[config.mk]
export PLATFORM = sky130hd
export DESIGN_NAME = eqc_config_regs
export DESIGN_NICKNAME = d
export VERILOG_FILES = /design/src/core/eqc_pkg.sv /design/src/core/eqc_config_regs.sv
export SDC_FILE = /design/constraint.sdc
export NUM_CORES = 1
export LEC_CHECK = 0
export BUFFER_PORTS_ARGS = -buffer_cell sky130_fd_sc_hd__buf_2
export CORE_UTILIZATION = 30
export CTS_BUF_LIST = sky130_fd_sc_hd__clkbuf_4
export DETAILED_ROUTE_END_ITERATION = 8
export GPL_ROUTABILITY_DRIVEN = 1
export GPL_TIMING_DRIVEN = 0
export PLACE_DENSITY_LB_ADDON = 0.2
export SLEW_MARGIN = 20
export SYNTH_ARGS = -nofsm -noshare
export SYNTH_HDL_FRONTEND = slang
export SYNTH_SLANG_ARGS = --single-unit
[constraint.sdc]
create_clock -name sys_clk_in -period 3 [get_ports sys_clk_in]
set_input_delay 0.3 -clock sys_clk_in [delete_from_list [all_inputs] [get_ports sys_clk_in]]
set_output_delay 0.3 -clock sys_clk_in [all_outputs]
set_load 0.03 [all_outputs]
[src/core/eqc_pkg.sv]
// Package: register map, field positions and reset values of the config bank
package eqc_pkg;
  // ==========================================================
  // Register offsets
  localparam logic [7:0] OFS_CONTROL   = 8'h00; // Mode control
  localparam logic [7:0] OFS_THRESHOLD = 8'h01; // input_threshold_shift
  localparam logic [7:0] OFS_EMPHASIS  = 8'h02; // output_emphasis
  localparam logic [7:0] OFS_SWING     = 8'h03; // output_swing
  localparam logic [7:0] OFS_BANDWIDTH = 8'h07; // filter_bandwidth_select
  localparam logic [7:0] OFS_ABSENCE   = 8'h0b; // absence_level_select
  localparam logic [7:0] OFS_EFF_BW    = 8'h0e; // effective_bandwidth (RO)
  localparam logic [7:0] OFS_EFF_LVL   = 8'h0f; // effective_absence_level
  // ==========================================================
  // Field positions
  localparam int BIT_SERIAL_SEL   = 0; // serial_config_select
  localparam int BIT_PIN_OVERRIDE = 7; // absence_level_pin_override
  localparam int BIT_OVR_ENABLE   = 7; // Override enable in regs 7 and 11
  // ==========================================================
  // Reset values
  localparam logic [7:0] RST_CONTROL   = 8'h00;
  localparam logic [7:0] RST_THRESHOLD = 8'h00;
  localparam logic [3:0] RST_EMPHASIS  = 4'h0;
  localparam logic [1:0] RST_SWING     = 2'h1;
  localparam logic [7:0] RST_BANDWIDTH = 8'h00;
  localparam logic [7:0] RST_ABSENCE   = 8'h00;
  // ==========================================================
  // Decode constants
  localparam logic [7:0] THR_MID      = 8'h80; // Second zero-shift code
  localparam logic [1:0] SWING_300    = 2'h0;  // Level index 300 mVp-p
  localparam logic [1:0] SWING_600    = 2'h1;  // Level index 600 mVp-p
  localparam logic [1:0] SWING_900    = 2'h2;  // Level index 900 mVp-p
  localparam logic [3:0] BITS_PER_BYTE = 4'h8;
endpackage

[src/core/eqc_config_regs.sv]
// Equalizer configuration register bank with two-wire serial slave
`timescale 1ns/1ps
// What this block does
// - Emphasis code in reg 2, default zero
// - Swing code in reg 3, default 01
// - Reg 7 bit 7 picks code or fixed bandwidth
// - Bandwidth code 0 maximum, 15 minimum
// - Reg 11 bit 7 picks code or fixed level
// - Absence level code 0 minimum, 127 maximum
// - Reg 14 reports effective bandwidth, read only
// - Reg 15 reports effective absence level, read only
// - Reg 1 threshold code applied to input
// - Threshold 0/128 zero, low positive, high negative
// - Reg 0 bit 0 picks registers or pins
// - Reg 0 bit 7 gives level to pin
module eqc_config_regs #(
  parameter logic [6:0] SLAVE_ADDR = 7'h2a,     // Arbitrary neutral address
  parameter logic [3:0] BW_FIXED_CODE = 4'h0,   // Code standing for 9.1 GHz
  parameter logic [6:0] LVL_FIXED_CODE = 7'h10  // Code standing for 50 mVp-p
) (
  // Clock and reset
  input  wire logic              sys_clk_in,
  input  wire logic              reset_in,
  // Two-wire serial pins
  input  wire logic              scl_in,
  input  wire logic              sda_in,
  output logic                   sda_out,
  output logic                   sda_oe_n_out,
  // External setting pins
  input  wire logic [3:0]        pin_emphasis_in,
  input  wire logic [1:0]        pin_swing_in,
  input  wire logic [7:0]        pin_threshold_in,
  input  wire logic [6:0]        absence_level_pin_in,
  // Settings in effect for the analog path
  output logic [3:0]             emphasis_code_out,
  output logic [2:0]             emphasis_step_out,
  output logic [1:0]             swing_level_out,
  output logic signed [7:0]      threshold_shift_out,
  output logic [3:0]             bandwidth_code_out,
  output logic [6:0]             absence_level_out
);
  // ==========================================================
  // Functions
  // Emphasis code to step index 0..7; unlisted codes give no emphasis
  function automatic logic [2:0] emph_step(input logic [3:0] c);
    case (c)
      4'h1:    emph_step = 3'h1;
      4'h3:    emph_step = 3'h2;
      4'h4:    emph_step = 3'h3;
      4'h5:    emph_step = 3'h4;
      4'h7:    emph_step = 3'h5;
      4'hc:    emph_step = 3'h6;
      4'hd:    emph_step = 3'h7;
      default: emph_step = 3'h0;
    endcase
  endfunction
  // Swing code to level index; 01 and 10 both give 600 mVp-p
  function automatic logic [1:0] swing_lvl(input logic [1:0] c);
    case (c)
      2'h0:    swing_lvl = eqc_pkg::SWING_300;
      2'h3:    swing_lvl = eqc_pkg::SWING_900;
      default: swing_lvl = eqc_pkg::SWING_600;
    endcase
  endfunction
  // Threshold code to signed shift; magnitude largest at 1 and 255
  function automatic logic signed [7:0] thr_shift(input logic [7:0] c);
    if (c == 8'h00 || c == eqc_pkg::THR_MID)
      thr_shift = 8'sh00;
    else if (c < eqc_pkg::THR_MID)
      thr_shift = $signed(eqc_pkg::THR_MID - c);
    else
      thr_shift = $signed(eqc_pkg::THR_MID - c);
  endfunction

  // ==========================================================
  // Input synchronisers
  localparam int SW = 23;
  logic [SW-1:0] sync1_r;  // First stage, read only by second stage
  logic [SW-1:0] sync2_r;  // Settled copy
  logic          scl_d_r;  // Delayed scl for edge detect
  logic          sda_d_r;  // Delayed sda for start/stop detect
  // Two flops on every pin; the setting pins are quasi-static straps
  always_ff @(posedge sys_clk_in) begin
    sync1_r <= {scl_in, sda_in, pin_emphasis_in, pin_swing_in,
                pin_threshold_in, absence_level_pin_in};
    sync2_r <= sync1_r;
    scl_d_r <= sync2_r[22];
    sda_d_r <= sync2_r[21];
  end
  logic       scl_s;
  logic       sda_s;
  logic [3:0] pin_emph_s;
  logic [1:0] pin_swing_s;
  logic [7:0] pin_thr_s;
  logic [6:0] pin_lvl_s;
  assign {scl_s, sda_s, pin_emph_s, pin_swing_s, pin_thr_s, pin_lvl_s} =
         sync2_r;
  logic scl_rise;   // Data sample point
  logic scl_fall;   // Data change point
  logic start_det;  // Start or repeated start
  logic stop_det;   // Stop
  assign scl_rise  = scl_s & ~scl_d_r;
  assign scl_fall  = ~scl_s & scl_d_r;
  assign start_det = scl_s & scl_d_r & sda_d_r & ~sda_s;
  assign stop_det  = scl_s & scl_d_r & ~sda_d_r & sda_s;

  // ==========================================================
  // Serial slave state machine
  typedef enum logic [2:0] {
    EQC_IDLE, EQC_RX, EQC_ACK, EQC_TX, EQC_RACK
  } eqc_state_t;
  eqc_state_t state_r;
  logic [3:0] bit_cnt_r;   // Bits moved in current byte
  logic [7:0] shift_r;     // Shift register
  logic [1:0] phase_r;     // 0 address, 1 pointer, 2 data
  logic       read_r;      // Read transfer
  logic       nack_r;      // Master declined more data
  logic [7:0] ptr_r;       // Register pointer, auto-increments
  logic       wr_stb;      // Write strobe for one cycle
  logic [7:0] rd_data;     // Read mux result
  logic [7:0] rx_byte;     // Byte just completed
  assign rx_byte = shift_r;
  assign wr_stb  = (state_r == EQC_RX) && scl_fall &&
                   (bit_cnt_r == eqc_pkg::BITS_PER_BYTE) && (phase_r == 2'h2);

  // Protocol sequencing; start and stop win over bit events
  always_ff @(posedge sys_clk_in) begin
    if (reset_in) begin
      state_r      <= EQC_IDLE;
      bit_cnt_r    <= 4'h0;
      shift_r      <= 8'h00;
      phase_r      <= 2'h0;
      read_r       <= 1'b0;
      nack_r       <= 1'b0;
      ptr_r        <= 8'h00;
      sda_oe_n_out <= 1'b1;
    end else if (start_det) begin
      state_r      <= EQC_RX;
      bit_cnt_r    <= 4'h0;
      phase_r      <= 2'h0;
      sda_oe_n_out <= 1'b1;
    end else if (stop_det) begin
      state_r      <= EQC_IDLE;
      sda_oe_n_out <= 1'b1;
    end else begin
      case (state_r)
        EQC_RX: begin
          if (scl_rise && bit_cnt_r != eqc_pkg::BITS_PER_BYTE) begin
            shift_r   <= {shift_r[6:0], sda_s};
            bit_cnt_r <= bit_cnt_r + 4'h1;
          end else if (scl_fall &&
                       bit_cnt_r == eqc_pkg::BITS_PER_BYTE) begin
            // Whole byte in: acknowledge it unless another slave's
            if (phase_r == 2'h0 && rx_byte[7:1] != SLAVE_ADDR) begin
              state_r <= EQC_IDLE;
            end else begin
              state_r      <= EQC_ACK;
              sda_oe_n_out <= 1'b0;
              if (phase_r == 2'h0)
                read_r <= rx_byte[0];
              if (phase_r == 2'h1)
                ptr_r <= rx_byte;
              if (phase_r == 2'h2)
                ptr_r <= ptr_r + 8'h01;
              if (phase_r != 2'h2)
                phase_r <= phase_r + 2'h1;
            end
          end
        end
        EQC_ACK: begin
          if (scl_fall) begin
            bit_cnt_r <= 4'h0;
            if (read_r) begin
              // Read data starts straight after the address ack
              state_r      <= EQC_TX;
              shift_r      <= rd_data;
              sda_oe_n_out <= rd_data[7];
            end else begin
              state_r      <= EQC_RX;
              sda_oe_n_out <= 1'b1;
            end
          end
        end
        EQC_TX: begin
          if (scl_rise) begin
            bit_cnt_r <= bit_cnt_r + 4'h1;
          end else if (scl_fall) begin
            if (bit_cnt_r == eqc_pkg::BITS_PER_BYTE) begin
              state_r      <= EQC_RACK;
              sda_oe_n_out <= 1'b1;
              ptr_r        <= ptr_r + 8'h01;
            end else begin
              shift_r      <= {shift_r[6:0], 1'b0};
              sda_oe_n_out <= shift_r[6];
            end
          end
        end
        EQC_RACK: begin
          if (scl_rise) begin
            nack_r <= sda_s;
          end else if (scl_fall) begin
            bit_cnt_r <= 4'h0;
            if (nack_r) begin
              state_r <= EQC_IDLE;
            end else begin
              state_r      <= EQC_TX;
              shift_r      <= rd_data;
              sda_oe_n_out <= rd_data[7];
            end
          end
        end
        default: begin
          sda_oe_n_out <= 1'b1;
        end
      endcase
    end
  end

  // Pin value is always low; only the enable moves
  always_ff @(posedge sys_clk_in) begin
    sda_out <= 1'b0;
  end

  // ==========================================================
  // Writable registers
  logic [7:0] control_r;
  logic [7:0] threshold_r;
  logic [3:0] emphasis_r;
  logic [1:0] swing_r;
  logic [7:0] bandwidth_r;
  logic [7:0] absence_r;
  // Unmapped and read-only offsets drop the write
  always_ff @(posedge sys_clk_in) begin
    if (reset_in) begin
      control_r   <= eqc_pkg::RST_CONTROL;
      threshold_r <= eqc_pkg::RST_THRESHOLD;
      emphasis_r  <= eqc_pkg::RST_EMPHASIS;
      swing_r     <= eqc_pkg::RST_SWING;
      bandwidth_r <= eqc_pkg::RST_BANDWIDTH;
      absence_r   <= eqc_pkg::RST_ABSENCE;
    end else if (wr_stb) begin
      case (ptr_r)
        eqc_pkg::OFS_CONTROL:   control_r   <= rx_byte;
        eqc_pkg::OFS_THRESHOLD: threshold_r <= rx_byte;
        eqc_pkg::OFS_EMPHASIS:  emphasis_r  <= rx_byte[3:0];
        eqc_pkg::OFS_SWING:     swing_r     <= rx_byte[1:0];
        eqc_pkg::OFS_BANDWIDTH: bandwidth_r <= rx_byte;
        eqc_pkg::OFS_ABSENCE:   absence_r   <= rx_byte;
        default:                ;
      endcase
    end
  end

  // ==========================================================
  // Settings in effect, one flop stage to the analog path
  logic serial_sel;
  assign serial_sel = control_r[eqc_pkg::BIT_SERIAL_SEL];
  always_ff @(posedge sys_clk_in) begin
    if (reset_in) begin
      emphasis_code_out   <= eqc_pkg::RST_EMPHASIS;
      emphasis_step_out   <= 3'h0;
      swing_level_out     <= eqc_pkg::SWING_600;
      threshold_shift_out <= 8'sh00;
      bandwidth_code_out  <= BW_FIXED_CODE;
      absence_level_out   <= LVL_FIXED_CODE;
    end else begin
      // Register or pin source for the shared settings
      emphasis_code_out   <= serial_sel ? emphasis_r : pin_emph_s;
      emphasis_step_out   <= emph_step(serial_sel ? emphasis_r
                                                  : pin_emph_s);
      swing_level_out     <= swing_lvl(serial_sel ? swing_r
                                                  : pin_swing_s);
      threshold_shift_out <= thr_shift(serial_sel ? threshold_r
                                                  : pin_thr_s);
      // Bandwidth has no pin; the fixed code stands outside override
      if (serial_sel && bandwidth_r[eqc_pkg::BIT_OVR_ENABLE])
        bandwidth_code_out <= bandwidth_r[3:0];
      else
        bandwidth_code_out <= BW_FIXED_CODE;
      // Absence level: pin, register code or fixed level
      if (!serial_sel || control_r[eqc_pkg::BIT_PIN_OVERRIDE])
        absence_level_out <= pin_lvl_s;
      else if (absence_r[eqc_pkg::BIT_OVR_ENABLE])
        absence_level_out <= absence_r[6:0];
      else
        absence_level_out <= LVL_FIXED_CODE;
    end
  end

  // ==========================================================
  // Read mux; status reads the very flops that drive the analog path
  always_comb begin
    case (ptr_r)
      eqc_pkg::OFS_CONTROL:   rd_data = control_r;
      eqc_pkg::OFS_THRESHOLD: rd_data = threshold_r;
      eqc_pkg::OFS_EMPHASIS:  rd_data = {4'h0, emphasis_r};
      eqc_pkg::OFS_SWING:     rd_data = {6'h00, swing_r};
      eqc_pkg::OFS_BANDWIDTH: rd_data = bandwidth_r;
      eqc_pkg::OFS_ABSENCE:   rd_data = absence_r;
      eqc_pkg::OFS_EFF_BW:    rd_data = {4'h0, bandwidth_code_out};
      eqc_pkg::OFS_EFF_LVL:   rd_data = {1'b0, absence_level_out};
      default:                rd_data = 8'h00;
    endcase
  end

  // ==========================================================
  // Assertions
  property p_emph_reg;
    @(posedge sys_clk_in) disable iff (reset_in)
    serial_sel |=> emphasis_code_out == $past(emphasis_r);
  endproperty
  a_emph_reg: assert property (p_emph_reg)
    else $error("emphasis not from register");
  property p_swing_rst;
    @(posedge sys_clk_in)
    reset_in ##1 !reset_in |-> swing_r == eqc_pkg::RST_SWING;
  endproperty
  a_swing_rst: assert property (p_swing_rst)
    else $error("swing reset value wrong");
  property p_bw_fixed;
    @(posedge sys_clk_in) disable iff (reset_in)
    !bandwidth_r[eqc_pkg::BIT_OVR_ENABLE] |=>
      bandwidth_code_out == BW_FIXED_CODE;
  endproperty
  a_bw_fixed: assert property (p_bw_fixed)
    else $error("fixed bandwidth not used");
  property p_bw_code;
    @(posedge sys_clk_in) disable iff (reset_in)
    serial_sel && bandwidth_r[eqc_pkg::BIT_OVR_ENABLE] |=>
      bandwidth_code_out == $past(bandwidth_r[3:0]);
  endproperty
  a_bw_code: assert property (p_bw_code)
    else $error("bandwidth code not applied");
  property p_lvl_fixed;
    @(posedge sys_clk_in) disable iff (reset_in)
    serial_sel && !control_r[eqc_pkg::BIT_PIN_OVERRIDE] &&
    !absence_r[eqc_pkg::BIT_OVR_ENABLE] |=>
      absence_level_out == LVL_FIXED_CODE;
  endproperty
  a_lvl_fixed: assert property (p_lvl_fixed)
    else $error("fixed absence level not used");
  property p_lvl_pin;
    @(posedge sys_clk_in) disable iff (reset_in)
    control_r[eqc_pkg::BIT_PIN_OVERRIDE] |=>
      absence_level_out == $past(pin_lvl_s);
  endproperty
  a_lvl_pin: assert property (p_lvl_pin)
    else $error("absence level pin override ignored");
  property p_pin_mode;
    @(posedge sys_clk_in) disable iff (reset_in)
    !serial_sel |=> emphasis_code_out == $past(pin_emph_s);
  endproperty
  a_pin_mode: assert property (p_pin_mode)
    else $error("pin settings not active");
  property p_thr_mid;
    @(posedge sys_clk_in) disable iff (reset_in)
    serial_sel && threshold_r == eqc_pkg::THR_MID |=>
      threshold_shift_out == 8'sh00;
  endproperty
  a_thr_mid: assert property (p_thr_mid)
    else $error("mid threshold code not zero shift");
  property p_ro_hold;
    @(posedge sys_clk_in) disable iff (reset_in)
    wr_stb && ptr_r == eqc_pkg::OFS_EFF_BW |=> $stable(bandwidth_r) ##1
      bandwidth_code_out == $past(bandwidth_code_out, 2);
  endproperty
  a_ro_hold: assert property (p_ro_hold)
    else $error("read-only write disturbed bandwidth");
  c_write: cover property (@(posedge sys_clk_in) wr_stb);
  c_read:  cover property (@(posedge sys_clk_in) state_r == EQC_TX);
  c_ovr:   cover property (@(posedge sys_clk_in)
                           control_r[eqc_pkg::BIT_PIN_OVERRIDE]);
endmodule

**Word level (Yosys, flattened, before mapping)**

Index checks and enable logic that the tools add are counted.

- Add/subtract/negate cells: 4
- Equality and inequality tests: 49
- Muxes and demuxes: 58
- Bitwise gates (word level): 16
- Reductions and logical operators: 36

Operators by type and width:

| kind | number |
|---|---|
| $mux 8 | 18 |
| $pmux 8 s8 | 1 |
| $ne 4x4->1 const B | 8 |
| $pmux 8 s4 | 1 |
| $reduce_and 9->1 | 3 |
| $ne 2x2->1 const B | 13 |
| $eq 8x4->1 const B | 3 |
| $mux 3 | 8 |
| $pmux 3 s7 | 1 |
| $mux 4 | 5 |
| $eq 8x2->1 const B | 2 |
| $logic_not 8->1 | 2 |
| $pmux 4 s4 | 1 |
| $pmux 8 s2 | 1 |
| $mux 7 | 2 |
| $mux 1 | 13 |
| $eq 4x3->1 const B | 3 |
| $eq 4x4->1 const B | 3 |
| $pmux 3 s4 | 1 |
| $reduce_and 12->1 | 1 |
| $reduce_and 2->1 | 6 |
| $reduce_and 10->1 | 1 |
| $not 1->1 | 9 |
| $add 8x1->8 const B | 1 |
| other kinds (34) | 56 |

- Register bits: 142
- Input port bits: 25
- Output and inout bits: 30

**Depth between registers and ports, before layout**

- Word-level depth: 8
- Gate-level depth with buffers: 8
- Depth with buffers taken out: 7

**Worst setup path after synthesis**

Ideal clock, no wire load.

- Path kind: reg-to-reg
- From: register ptr_r[0]
- To: register sda_oe_n_out
- Setup time: 0.120 ns
- Data arrival time: 2.248 ns
- Data required time: 2.880 ns
- Path slack: 0.633 ns
- Stages on the path, launching flop included: 9
- Cell sequence: dfxtp_1 inv_1 ha_1 buf_6 or3_4 a221oi_4 a211oi_1 or4_1 a211o_1

- Cells in the longest elaborated chain, start to end: 6
- Elaborated cells on any way between the ends: 15
- Those cells by class: eq/ne: 7; mux: 7; reduce/logical: 1

RTL lines:

| element | RTL line | text |
|---|---|---|
| start: declaration | eqc_config_regs.sv:118 | `logic [7:0] ptr_r;` |
| start signal: assignment | eqc_config_regs.sv:162 | `ptr_r <= rx_byte;` |
| start signal: assignment | eqc_config_regs.sv:164 | `ptr_r <= ptr_r + 8'h01;` |
| start signal: assignment | eqc_config_regs.sv:191 | `ptr_r <= ptr_r + 8'h01;` |
| $eq 8x4->1 (tied with other cells) | eqc_config_regs.sv:293 | `case (ptr_r)` |
| $pmux 8 s8 * | eqc_config_regs.sv:293 |  |
| $mux 1 | eqc_config_regs.sv:203 | `if (nack_r) begin` |
| $mux 1 | eqc_config_regs.sv:201 | `end else if (scl_fall) begin` |
| $mux 1 | eqc_config_regs.sv:199 | `if (scl_rise) begin` |
| $pmux 1 s4 * | eqc_config_regs.sv:146 | `case (state_r)` |
| end signal: assignment | eqc_config_regs.sv:177 | `sda_oe_n_out <= rd_data[7];` |
| end signal: assignment | eqc_config_regs.sv:194 | `sda_oe_n_out <= shift_r[6];` |
| end signal: assignment | eqc_config_regs.sv:208 | `sda_oe_n_out <= rd_data[7];` |
| end: declaration | eqc_config_regs.sv:28 | `output logic sda_oe_n_out,` |

Every way passes the cells marked *; elsewhere a longest branch is shown, timed or not. The select of a mux whose other input is x is not followed.
A chain may end at the register's enable or synchronous reset.

**Final worst setup path**

- From: register ptr_r[0]
- To: register shift_r[3] (netlist: rx_byte[3])

- Cells in the longest elaborated chain, start to end: 6
- Elaborated cells on any way between the ends: 15
- Those cells by class: eq/ne: 7; mux: 7; reduce/logical: 1

RTL lines:

| element | RTL line | text |
|---|---|---|
| $eq 8x4->1 (tied with other cells) | eqc_config_regs.sv:293 |  |
| $pmux 8 s8 * | eqc_config_regs.sv:293 |  |
| $mux 8 | eqc_config_regs.sv:203 |  |
| $mux 8 | eqc_config_regs.sv:201 |  |
| $mux 8 | eqc_config_regs.sv:199 |  |
| $pmux 8 s4 * | eqc_config_regs.sv:146 |  |
| end signal: assignment | eqc_config_regs.sv:149 | `shift_r <= {shift_r[6:0], sda_s};` |
| end signal: assignment | eqc_config_regs.sv:193 | `shift_r <= {shift_r[6:0], 1'b0};` |
| end signal: assignment | eqc_config_regs.sv:207 | `shift_r <= rd_data;` |
| end: declaration | eqc_config_regs.sv:114 | `logic [7:0] shift_r;` |

Marks and branches as above.

==> results.cfg <==
[routing]
ant_nets = 0
drtIter0Drc = 287
drtPass1Iterations = 5
drc_errors = 0
wl_per_cell_um = 17.27
routed_wl_um = 17150
dr_total_vias = 4886
vias_per_cell = 4.920

[worst_setup_path]
path_cells = ha_1 -> clkbuf_1 -> clkbuf_1 -> a21boi_0 -> o311ai_0 -> a22oi_1 -> a211oi_1
start_kind = flip-flop
worstPathMaxFanout = 10
end_kind = flip-flop
reg2reg_setup_slack_ns = 0.32
slowest_stage = o311ai_0
cp.required_ns = 3.47
cpMostUsedCell = clkbuf_1
crit_arrival_ns = 3.15
path_class = reg -> reg
critPathMaxStageDelay_ns = 0.49

[power]
clock_power_share = 0.365
p_leak_nw = 2.594
powerDensity_nw_per_um2 = 494.0
pwr-share-comb = 0.072
p_seq_frac = 0.563
swShare = 0.2880
p_int_mw = 2.502
peakVddDrop_uv = 406.8
power.switching_mw = 1.012

[clock_tree]
cts_sinks = 142
h-tree-depth = 4
clk_pin_slew_worst_paths_ns = 0.15
cts_buffers = 17
cts_setup_buffers = 0
cts_tree = done
clkLatencyLatePin_ns = 0.56
clock_path_buffers = 2
cts_root_buf = clkbuf_4

[grt]
first_global_vias = 4886
overflow = 0
grt_pass1_wl_um = 26930
grtUsageTotal = 0.1768
antenna_found_initial = 1
grt_max_degree = 17

[place]
detailed_place_hpwl_um = 12360
routabilityCongestion = 0.8749
io_buffers = 52

[logic_synthesis]
synth_seq_cells = 142
syn_avg_cell_area_um2 = 9.668
synth_edf_count = 0
seq_area_frac_synth = 0.4750
synth_nets = 655
yosys_warnings = 0
netlist_instances = 619
async_flop_share = 0
syn-cell-area_um2 = 5984
synth_ff_type = dfxtp_1
yosys.cell_types.count = 77

[layout]
regArea_um2 = 2843
layout_common_cells = 142 x dfxtp_1, 76 x nor2_1, 62 x buf_2
syn_to_final_growth_pct = 18.84
num-fill-cells = 2066
layout.nets = 749
multiInputGateArea_um2 = 2892
final_common_cell = dfxtp_1
drive_gt1_frac = 0.1791

[timing]
grt_setup_unrepaired = no
whs_ns = 0.3147
hold_violations = 0
period_share = 0.8931
layout_min_cycle_time_ns = 2.679
worst_slew_pin_slew_ns = 0.8105
max_freq_ghz = 0.3732
setup_violations = 0
final_max_slew_viol_count = 0
finalSetupTns_ns = 0
slew_headroom = 0.4556
worst_clock_skew_ns = 0.02939

[die]
initial_utilization = 0.3065
core_area_um2 = 19530
die_x_um = 143.2
ios = 55
die_y_um = 143.2
rows = 51
die_area_um2 = 20520

[outcome]
status = finished, final reports clean

[min_path]
hold_path.class = in -> reg

[job]
maxCapViolCount = 0
-- cell usage after synthesis (all sizes together), types with 3 or more instances --
library cell / count / area [um2]
mux2: 7 / 78.83
nor4: 6 / 103.9
a221oi: 3 / 50.05
a32oi: 4 / 35.03
a22oi: 9 / 67.56
xor2: 4 / 35.03
o21ai: 22 / 110.1
a211oi: 13 / 102.6
buf: 18 / 110.1
nor2b: 9 / 56.30
ha: 11 / 137.6
o32ai: 3 / 33.79
nor3: 11 / 55.05
and3b: 3 / 26.28
dfxtp: 142 / 2843
inv: 14 / 52.55
and2: 8 / 50.05
nand2: 34 / 130.1
a22o: 4 / 35.03
clkbuf: 23 / 87.58
nand2b: 9 / 56.30
or2: 4 / 25.02
nor2: 77 / 291.5
nor3b: 8 / 65.06
a31oi: 3 / 18.77
mux2i: 59 / 590.6
a21oi: 39 / 195.2
nand3: 20 / 112.6
xnor2: 5 / 43.79
-- critical path, delay by kind of cell (launching register included) --
family | cells | cell delay (ns)
adders and majority gates | 1 | 0.19
buffers and inverters | 2 | 0.87
AOI/OAI and AO/OA | 4 | 1.06
DFF | 1 | 0.48
-- per-stage QoR --
| stage | instance area [um2] | setup WS [ns] | std cells | utilization | total power, mW |
|---|---|---|---|---|---|
| final | 7112 | 0.3207 | 993 | 0.3642 | 3.514 |
| after global routing | 7112 | 0.07067 | 993 | 0.3642 | 3.675 |
| after CTS | 7107 | 0.3257 | 991 | 0.3640 | 3.561 |
| after detailed placement | 6576 | 0.3665 | 936 | 0.3368 | 2.250 |
| after global placement | 6576 | 0.3815 | 936 | 0.3368 | 2.248 |
| after floorplan | 5984 | 0.6328 | 619 | - | 2.161 |
-- cells by family (layout without fill, tap and decap cells) --
| kind of cell | after synthesis | count (layout) | synth area share |
|---|---|---|---|
| AO/OA/AOI/OAI | 129 | 129 | 0.1493 |
| multiplexers | 66 | 66 | 0.1119 |
| AND/OR/NAND/NOR | 206 | 206 | 0.1852 |
| flip-flops | 142 | 142 | 0.4750 |
| other | 1 | 3 | 0.0006266 |
| adder cells (fa/ha/maj) | 11 | 11 | 0.02300 |
| XOR/XNOR | 9 | 9 | 0.01317 |
| buffers and inverters | 55 | 162 | 0.04181 |
-- what timing repair did --
item	in CTS	in global routing
hold buffers	23	0
hold endpoints to repair	23	0
resized for setup	0	0
-- metal layers --
layer / wire length (um) / GRT usage
met2: 8269 / 0.2917
met3: 776 / 0.04460
met5: 0 / 0
met4: 214 / 0.05095
met1: 7889 / 0.2268
-- state kept, by name, summed over array words and instances, names as in the netlist, 7 cells and up --
signal	count
absence_r	8
ptr_r	8
threshold_r	8
threshold_shift_out	8
control_r	8
absence_level_out	7
rx_byte	8
sync1_r	23
sync2_r	23
bandwidth_r	8
-- power groups by stage --
| stage | Clock [mW] | Combinational, mW | Sequential (mW) |
|---|---|---|---|
| 2_1_floorplan | 0 | 0.114 | 2.05 |
| 3_3_place_gp | 0 | 0.230 | 2.02 |
| 3_5_place_dp | 0 | 0.230 | 2.02 |
| 4_1_cts | 1.33 | 0.254 | 1.98 |
| 5_1_grt | 1.41 | 0.275 | 1.98 |
| 6_report | 1.28 | 0.253 | 1.98 |
-- layout make-up --
cell class | count | share of cell area
Clock inverter | 15 | 0.02428
Buffer | 41 | 0.02780
Antenna cell | 2 | 0.0007037
Timing Repair Buffer | 75 | 0.06897
Tap cell | 265 | 0.04662
Multi-Input combinational cell | 422 | 0.4066
Clock buffer | 17 | 0.01795
Sequential cell | 142 | 0.3997
Inverter | 14 | 0.007389
-- path summary, 6_finish.rpt --
path	start	depth (start not counted)	endpoint
worst min register to register	sync1_r[6]	0	sync2_r[6]
worst max register to register	ptr_r[0]	7	rx_byte[3]
worst min-delay path	reset_in	3	bit_cnt_r[3]
worst max-delay path	ptr_r[0]	7	rx_byte[3]
(Power assumes the default switching activity.)
